[config.mk]
export PLATFORM = sky130hd
export DESIGN_NAME = irpc_codec
export DESIGN_NICKNAME = d
export VERILOG_FILES = /design/src/rtl/irpc_pkg.sv /design/src/rtl/irpc_codec.sv /design/src/rtl/irpc_sync.sv
export VERILOG_INCLUDE_DIRS = /design/src /design/src/rtl
export SDC_FILE = /design/constraint.sdc
export NUM_CORES = 1
export LEC_CHECK = 0
export ABC_AREA = 1
export ABC_CLOCK_PERIOD_IN_PS = 3900
export BUFFER_PORTS_ARGS = -buffer_cell sky130_fd_sc_hd__buf_4
export CORE_MARGIN = 2
export CORE_UTILIZATION = 35
export DETAILED_ROUTE_END_ITERATION = 12
export GPL_ROUTABILITY_DRIVEN = 0
export PLACE_DENSITY = 0.57
export SLEW_MARGIN = 25
export SYNTH_ARGS = -nofsm -noshare
export SYNTH_HDL_FRONTEND = slang
export SYNTH_SLANG_ARGS = --single-unit
[constraint.sdc]
create_clock -name clock -period 3.9 [get_ports clock]
set_input_delay 0.39 -clock clock [delete_from_list [all_inputs] [get_ports clock]]
set_output_delay 0.39 -clock clock [all_outputs]
set_load 0.02 [all_outputs]
[src/rtl/irpc_cfg.svh]
/*
 * Constants of the infrared pulse codec: bit phases, stretch length,
 * synchroniser reset pattern.
 * Assumes inclusion by its bare name from the codec files.
 */
`ifndef IRPC_CFG_SVH
`define IRPC_CFG_SVH

// ----------------------------------------------------------------
// Encoder phases, counted in baud_x16 ticks from the falling edge
// ----------------------------------------------------------------
`define IRPC_PH_W 4
`define IRPC_PH_ZERO 4'h0
`define IRPC_PH_ONE 4'h1
`define IRPC_ENC_ON_PH 4'h7
`define IRPC_ENC_OFF_PH 4'hA
`define IRPC_BIT_LAST 4'hF

// ----------------------------------------------------------------
// Decoder stretch
// ----------------------------------------------------------------
`define IRPC_LOW_W 5
`define IRPC_LOW_ZERO 5'h00
`define IRPC_LOW_ONE 5'h01
`define IRPC_LOW_MIN 5'h0C

// ----------------------------------------------------------------
// Pin synchroniser: [0] baud clock, [1] tx, [2] optical in, [3] dec reset
// ----------------------------------------------------------------
`define IRPC_SYNC_W 4
`define IRPC_SYNC_RST 4'h6
`define IRPC_SI_BAUD 0
`define IRPC_SI_TX 1
`define IRPC_SI_OPT 2
`define IRPC_SI_DRST 3

`endif

[src/rtl/irpc_pkg.sv]
/*
 * Types of the infrared pulse codec: state encodings of both machines.
 * Assumes nothing beyond a SystemVerilog compiler.
 */
package irpc_pkg;

   typedef enum logic [1:0] {
      IRPC_ENC_IDLE = 2'b01,
      IRPC_ENC_BIT  = 2'b10
   } irpc_enc_state_t;

   typedef enum logic [1:0] {
      IRPC_DEC_IDLE    = 2'b01,
      IRPC_DEC_STRETCH = 2'b10
   } irpc_dec_state_t;

endpackage

[src/rtl/irpc_codec.sv]
/*
 * Infrared 3/16 pulse encoder and decoder between a UART and a transceiver.
 * Assumes a 40 MHz system clock well above the baud_x16 pin rate; all pins
 * are asynchronous and are synchronised here.
 */
`timescale 1ns/10ps
`include "irpc_cfg.svh"

module irpc_codec
   import irpc_pkg::*;
(
   input wire logic clock, // System clock, 40 MHz
   input wire logic rst_b, // Async reset, active low
   input wire logic baud_x16_clock, // Pin, 16x baud rate
   input wire logic uart_tx_in, // Pin, UART serial output
   input wire logic decoder_reset_n, // Pin, decoder reset, active low
   input wire logic optical_pulse_in, // Pin, transceiver pulse, low active
   output logic optical_pulse_out, // Pulse to transceiver
   output logic decoded_receive_out // Serial data to UART
);

   // ----------------------------------------------------------------
   // Pin synchronisation and tick
   // ----------------------------------------------------------------
   logic [`IRPC_SYNC_W-1:0] pins_w;
   logic [`IRPC_SYNC_W-1:0] sync_w;
   logic baud_prev_r;
   logic tick_w;
   logic tx_w;
   logic opt_w;
   logic dec_en_w;

   assign pins_w = {decoder_reset_n, optical_pulse_in, uart_tx_in, baud_x16_clock};

   irpc_sync u_sync (
      .clock(clock),
      .rst_b(rst_b),
      .pin_in(pins_w),
      .sync_out(sync_w)
   );

   assign tx_w = sync_w[`IRPC_SI_TX];
   assign opt_w = sync_w[`IRPC_SI_OPT];
   assign dec_en_w = sync_w[`IRPC_SI_DRST];

   always_ff @(posedge clock or negedge rst_b) begin
      if (!rst_b) begin
         baud_prev_r <= 1'b0;
      end else begin
         baud_prev_r <= sync_w[`IRPC_SI_BAUD];
      end
   end

   assign tick_w = sync_w[`IRPC_SI_BAUD] & ~baud_prev_r;

   // ----------------------------------------------------------------
   // Encoder
   // ----------------------------------------------------------------
   irpc_enc_state_t enc_state_r;
   irpc_enc_state_t enc_state_nxt;
   logic [`IRPC_PH_W-1:0] enc_ph_r;
   logic [`IRPC_PH_W-1:0] enc_ph_nxt;
   logic tx_prev_r;
   logic tx_fall_w;
   logic enc_out_nxt;
   logic enc_bit_end_w;

   // Transmit sampled on ticks only, so edges align to the baud grid
   assign tx_fall_w = tick_w & tx_prev_r & ~tx_w;
   // A held-low line is a further zero bit, hence another pulse
   assign enc_bit_end_w = (enc_ph_r == `IRPC_BIT_LAST);

   always_comb begin
      enc_state_nxt = enc_state_r;
      enc_ph_nxt = enc_ph_r;
      unique case (enc_state_r)
         IRPC_ENC_IDLE: begin
            if (tx_fall_w) begin
               enc_state_nxt = IRPC_ENC_BIT;
               enc_ph_nxt = `IRPC_PH_ZERO;
            end
         end
         IRPC_ENC_BIT: begin
            if (tick_w) begin
               enc_ph_nxt = enc_ph_r + `IRPC_PH_ONE;
               if (enc_bit_end_w && tx_w) begin
                  enc_state_nxt = IRPC_ENC_IDLE;
               end
            end
         end
         default: begin
            enc_state_nxt = IRPC_ENC_IDLE;
            enc_ph_nxt = `IRPC_PH_ZERO;
         end
      endcase
   end

   // High on phases 7, 8, 9 of each zero bit
   assign enc_out_nxt = (enc_state_nxt == IRPC_ENC_BIT) &&
                        (enc_ph_nxt >= `IRPC_ENC_ON_PH) &&
                        (enc_ph_nxt < `IRPC_ENC_OFF_PH);

   always_ff @(posedge clock or negedge rst_b) begin
      if (!rst_b) begin
         enc_state_r <= IRPC_ENC_IDLE;
         enc_ph_r <= `IRPC_PH_ZERO;
         tx_prev_r <= 1'b1;
         optical_pulse_out <= 1'b0;
      end else begin
         enc_state_r <= enc_state_nxt;
         enc_ph_r <= enc_ph_nxt;
         if (tick_w) begin
            tx_prev_r <= tx_w;
         end
         optical_pulse_out <= enc_out_nxt;
      end
   end

   // ----------------------------------------------------------------
   // Decoder
   // ----------------------------------------------------------------
   irpc_dec_state_t dec_state_r;
   irpc_dec_state_t dec_state_nxt;
   logic [`IRPC_PH_W-1:0] dec_cnt_r;
   logic [`IRPC_PH_W-1:0] dec_cnt_nxt;
   logic opt_prev_r;
   logic opt_fall_w;
   logic pend_r;
   logic start_w;
   logic dec_out_nxt;

   // Edge caught at system rate: a short pulse may fall between ticks
   assign opt_fall_w = opt_prev_r & ~opt_w;
   assign start_w = tick_w & pend_r;

   always_comb begin
      dec_state_nxt = dec_state_r;
      dec_cnt_nxt = dec_cnt_r;
      if (start_w) begin
         dec_state_nxt = IRPC_DEC_STRETCH;
         dec_cnt_nxt = `IRPC_PH_ZERO;
      end else if (tick_w) begin
         unique case (dec_state_r)
            IRPC_DEC_IDLE: begin
               dec_cnt_nxt = `IRPC_PH_ZERO;
            end
            IRPC_DEC_STRETCH: begin
               if (dec_cnt_r == `IRPC_BIT_LAST) begin
                  dec_state_nxt = IRPC_DEC_IDLE;
               end else begin
                  dec_cnt_nxt = dec_cnt_r + `IRPC_PH_ONE;
               end
            end
            default: begin
               dec_state_nxt = IRPC_DEC_IDLE;
               dec_cnt_nxt = `IRPC_PH_ZERO;
            end
         endcase
      end
   end

   assign dec_out_nxt = (dec_state_nxt != IRPC_DEC_STRETCH);

   always_ff @(posedge clock or negedge rst_b) begin
      if (!rst_b) begin
         dec_state_r <= IRPC_DEC_IDLE;
         dec_cnt_r <= `IRPC_PH_ZERO;
         opt_prev_r <= 1'b1;
         pend_r <= 1'b0;
         decoded_receive_out <= 1'b1;
      end else if (!dec_en_w) begin
         dec_state_r <= IRPC_DEC_IDLE;
         dec_cnt_r <= `IRPC_PH_ZERO;
         opt_prev_r <= opt_w;
         pend_r <= 1'b0;
         decoded_receive_out <= 1'b1;
      end else begin
         dec_state_r <= dec_state_nxt;
         dec_cnt_r <= dec_cnt_nxt;
         opt_prev_r <= opt_w;
         // New edge wins over the tick that consumes the old one
         pend_r <= opt_fall_w | (pend_r & ~tick_w);
         decoded_receive_out <= dec_out_nxt;
      end
   end

   // ----------------------------------------------------------------
   // Checks
   // ----------------------------------------------------------------
   logic [`IRPC_LOW_W-1:0] low_len_r;

   always_ff @(posedge clock or negedge rst_b) begin
      if (!rst_b) begin
         low_len_r <= `IRPC_LOW_ZERO;
      end else if (decoded_receive_out) begin
         low_len_r <= `IRPC_LOW_ZERO;
      end else if (tick_w && low_len_r != {`IRPC_LOW_W{1'b1}}) begin
         low_len_r <= low_len_r + `IRPC_LOW_ONE;
      end
   end

   property p_tick_only;
      @(posedge clock) disable iff (!rst_b)
      !tick_w |=> $stable(optical_pulse_out) && $stable(enc_ph_r);
   endproperty
   a_tick_only: assert property (p_tick_only) else $error("encoder moved off tick");

   property p_no_pulse_idle;
      @(posedge clock) disable iff (!rst_b)
      enc_state_r == IRPC_ENC_IDLE |-> !optical_pulse_out;
   endproperty
   a_no_pulse_idle: assert property (p_no_pulse_idle) else $error("pulse outside bit");

   property p_pulse_on;
      @(posedge clock) disable iff (!rst_b)
      $rose(optical_pulse_out) |-> enc_ph_r == `IRPC_ENC_ON_PH && $past(tick_w);
   endproperty
   a_pulse_on: assert property (p_pulse_on) else $error("pulse rose at wrong phase");

   property p_pulse_off;
      @(posedge clock) disable iff (!rst_b)
      $fell(optical_pulse_out) |-> enc_ph_r == `IRPC_ENC_OFF_PH;
   endproperty
   a_pulse_off: assert property (p_pulse_off) else $error("pulse width not three");

   property p_fall_caught;
      @(posedge clock) disable iff (!rst_b)
      dec_en_w && opt_fall_w |=> pend_r || !dec_en_w;
   endproperty
   a_fall_caught: assert property (p_fall_caught) else $error("received edge lost");

   property p_stretch_end;
      @(posedge clock) disable iff (!rst_b)
      $rose(decoded_receive_out) && $past(dec_en_w) |-> $past(dec_cnt_r) == `IRPC_BIT_LAST;
   endproperty
   a_stretch_end: assert property (p_stretch_end) else $error("stretch not 16 ticks");

   property p_low_min;
      @(posedge clock) disable iff (!rst_b)
      $rose(decoded_receive_out) && $past(dec_en_w) |-> $past(low_len_r) >= `IRPC_LOW_MIN;
   endproperty
   a_low_min: assert property (p_low_min) else $error("low interval too short");

   property p_dec_reset;
      @(posedge clock) disable iff (!rst_b)
      !dec_en_w |=> decoded_receive_out && dec_state_r == IRPC_DEC_IDLE && !pend_r;
   endproperty
   a_dec_reset: assert property (p_dec_reset) else $error("decoder active in reset");

   property p_restart;
      @(posedge clock) disable iff (!rst_b)
      dec_en_w && start_w |=> !dec_en_w || (!decoded_receive_out && dec_cnt_r == `IRPC_PH_ZERO);
   endproperty
   a_restart: assert property (p_restart) else $error("stretch not restarted");

endmodule

[src/rtl/irpc_sync.sv]
/*
 * Bank of two-stage synchronisers for the codec's pin inputs.
 * Assumes asynchronous pins and one system clock; reset pattern per bit.
 */
`timescale 1ns/10ps
`include "irpc_cfg.svh"

module irpc_sync #(
   parameter int W = `IRPC_SYNC_W,
   parameter logic [W-1:0] RST_VAL = `IRPC_SYNC_RST
) (
   input wire logic clock, // System clock
   input wire logic rst_b, // Async reset, active low
   input wire logic [W-1:0] pin_in, // Raw pins
   output logic [W-1:0] sync_out // Synchronised levels
);

   genvar i;
   generate
      for (i = 0; i < W; i++) begin : g_bit
         logic meta_r;
         logic stab_r;
         // First stage feeds only the second
         always_ff @(posedge clock or negedge rst_b) begin
            if (!rst_b) begin
               meta_r <= RST_VAL[i];
               stab_r <= RST_VAL[i];
            end else begin
               meta_r <= pin_in[i];
               stab_r <= meta_r;
            end
         end
         assign sync_out[i] = stab_r;
      end
   endgenerate

endmodule

==> summary.md <==
| Metric | Value |
|---|---|
| Outcome | finished clean |
| Post-DR wirelength/cell | 10.7 µm |
| Sink Count | 26 |
| Worst hold path type | input pin to flip-flop |
| Drt drc | 0 |
| Postcts setup bufs | 0 |
| Hold depth | 1 |
| Commonest non-fill, non-tap cell in the layout | nand2_1 |
| R2R depth | 7 |
| Final HPWL DP | 1.59 mm |
| Family with the most delay on the worst path | flip-flops |
| CTS clock-pin slew for the worst setup and hold paths | 0.15 ns |
| Syn Inst Count | 140 |
| Slew Viols, Final | 0 |
| Final setup viols | 0 |
| Die Width | 63.6 µm |
| Cell Chain, Critical Path | ha_1 -> a21boi_1 -> nand2_1 -> nand2_1 -> nand2_1 -> nor2_1 -> nor2_2 |
| WP buf/inv | 0 |
| Distinct cells, synth | 22 |
| Synthesized cell area | 1240 µm² |
| Area grow syn2layout | 13.9% |
| WL final | 2.11 mm |
| Post-Synthesis Net Count | 153 |
| Hold Violations, Final | 0 |
| Die ar. | 4050 µm² |
| Crit. End Element | flip-flop |
| Starting Density | 0.370 |
| Setup Crit Path Kind | flip-flop to flip-flop |
| Ports | 8 |
| Die height | 63.6 µm |
| Worst-skew pair later-pin latency | 0.32 ns |
| Post-CTS Resized | 0 |
| Global-route wire length before repair | 3.86 mm |
| Tot GR Track Use | 0.123 |
| CTS Buf Count | 3 |
| Vias in the first global route | 953 |
| Final period util | 0.385 |
| Relative slew margins | 0.791 |
| Layout cells sized above 1 | 0.211 |
| Initial antenna violation count | 0 |
| Hold path endpoint | u_sync.g_bit[2].meta_r$_DFF_PN1_ |
| Vias per inst | 4.66 |
| Bufs on Longest Clock Path | 2 |
| Worst Path Required | 4.14 ns |
| I/O Buffers | 7 |
| Crit-path max cell delay | 0.58 ns |
| CP arrival | 1.74 ns |
| Seq/Total Area, Yosys | 0.532 |
| VDD IR-drop max | 0.255 mV |
| Unrepaired setup endpoints after global routing | no |
| Row Count | 21 |
| CP Max Fanout | 5 |
| Most frequent cells in the layout | 35 x nand2_1, 17 x inv_1, 17 x dfrtp_1 |
| Grt total ovfl | 0 |
| Inserted Diodes | 0 |
| Max-cap check violation count | 0 |
| Antenna-violating nets left | 0 |
| Reg2reg start | enc_state_r[0]$_DFF_PN1_ |
| Yosys top cell area share | 0.342 |
| Synth area leaders | dfrtp_1 34%, dfstp_2 19%, nand2_1 11% |
| Static leakage | 0.687 nW |
| Final core utilization | 0.421 |
| Synth area leader | dfrtp_1 |
| Final setup TNS | 0 ns |
| CTS tree | built |
| Vias | 922 |
| Core ar. | 3360 µm² |
| Worst-Margin Slew | 0.314 ns |
| Fillers | 355 |
| CTS H-tree lvls | 1 |
| YS warnings | 0 |
| Average size of a mapped cell | 8.88 µm² |
| Worst path most repeated cell | nand2_1 |
| Nets@finish | 166 |
| Fmax achieved | 665 MHz |
| Reg2reg end | optical_pulse_out$_DFF_PN0_ |
| Drt initial violations | 20 |
| Worst setup SP type | flip-flop |
| Register bit total from synthesis | 26 |
| Slowest-stage cell, CP | dfstp_2 |
| Worst R2R Setup Slack | 2.40 ns |
| Power density over the cells | 404 nW/µm² |
| Clk root buf | clkbuf_4 |
| DRT Pass-1 Iters | 4 |
| Clock Skews | 0.00354 ns |
| Largest net degree at the start of global routing | 27 |
| Hold path startpoint | optical_pulse_in |
| Period minus WS final | 1.50 ns |
## registers in the layout, summed over array words and instances, names as in the netlist
register / cells
pend_r: 1
baud_prev_r: 1
u_sync.g_bit.meta_r: 4
enc_ph_r: 4
dec_cnt_r: 4
u_sync.g_bit.stab_r: 4
decoded_receive_out: 1
optical_pulse_out: 1
opt_prev_r: 1
dec_state_r: 2
enc_state_r: 2
tx_prev_r: 1
## layer usage
metal / vias up / wire length [µm] / track usage
li1: 476 / - / -
met1: 434 / 971 / 0.132
met2: 7 / 1050 / 0.218
met3: 5 / 52 / 0.0375
met4: 0 / 42 / 0.0571
met5: - / 0 / 0
## through the flow
step                power, W  instances  worst slack (ns)  hold slack, ns  instance area, µm²
global placement    0.000384        193              2.47           0.316                1350
CTS                 0.000579        198              2.40           0.139                1420
floorplan           0.000364        140              2.53          0.0944                1240
finish              0.000572        198              2.40           0.149                1420
detailed placement  0.000390        193              2.43           0.318                1350
global route        0.000606        198              2.19           0.117                1420
## where the power goes
| group | total (W) | internal (W) | leakage [nW] | switching [W] |
|---|---|---|---|---|
| Clock | 0.000187 | 0.000104 | 0.0279 | 0.0000833 |
| Combinational | 0.0000806 | 0.0000292 | 0.340 | 0.0000513 |
| Sequential | 0.000304 | 0.000292 | 0.319 | 0.0000119 |
| Total | 0.000572 | 0.000426 | 0.687 | 0.000147 |
## repair_timing
action | 4_1_cts | 5_1_grt
hold buffers | 1 | 0
endpoints found under the setup margin | 0 | 0
endpoints found under the hold margin | 17 | 0
## synthesized netlist by cell type (all sizes together)
cell type / count
nand2: 40
inv: 20
dfrtp: 17
nand3: 12
nor2: 10
a21oi: 9
dfstp: 9
ha: 7
o21ai: 7
nand4: 2
nor3: 2
a21boi: 1
a32o: 1
nand3b: 1
o211ai: 1
o21bai: 1
## how the worst max path moves through the flow
stage	start	to	slack, ns	cells after the start
6_report	enc_state_r[0]$_DFF_PN1_	optical_pulse_out$_DFF_PN0_	2.40	7
3_5_place_dp	enc_state_r[0]$_DFF_PN1_	optical_pulse_out$_DFF_PN0_	2.43	7
5_1_grt	enc_state_r[0]$_DFF_PN1_	optical_pulse_out$_DFF_PN0_	2.19	7
3_3_place_gp	enc_state_r[0]$_DFF_PN1_	optical_pulse_out$_DFF_PN0_	2.47	7
2_1_floorplan	enc_state_r[0]$_DFF_PN1_	optical_pulse_out$_DFF_PN0_	2.53	7
4_1_cts	enc_state_r[0]$_DFF_PN1_	optical_pulse_out$_DFF_PN0_	2.40	7
## kinds of logic (layout without fill, tap and decap cells)
logic type / after synthesis / after routing / share of synthesized area
simple gates: 67 / 67 / 0.241
flops: 26 / 26 / 0.532
compound gates: 20 / 20 / 0.0936
buf+inv: 20 / 32 / 0.0624
fa+ha+maj: 7 / 7 / 0.0704
## cell type report
cell class	count	area [µm²]	area share
Clock inverter	1	30.0	0.0212
Clock buffer	3	22.5	0.0159
Timing Repair Buffer	8	62.6	0.0442
Sequential cell	26	662	0.467
Tap cell	46	57.6	0.0406
Inverter	20	77.6	0.0548
Multi-Input combinational cell	94	504	0.356
(Power assumes the default switching activity.)
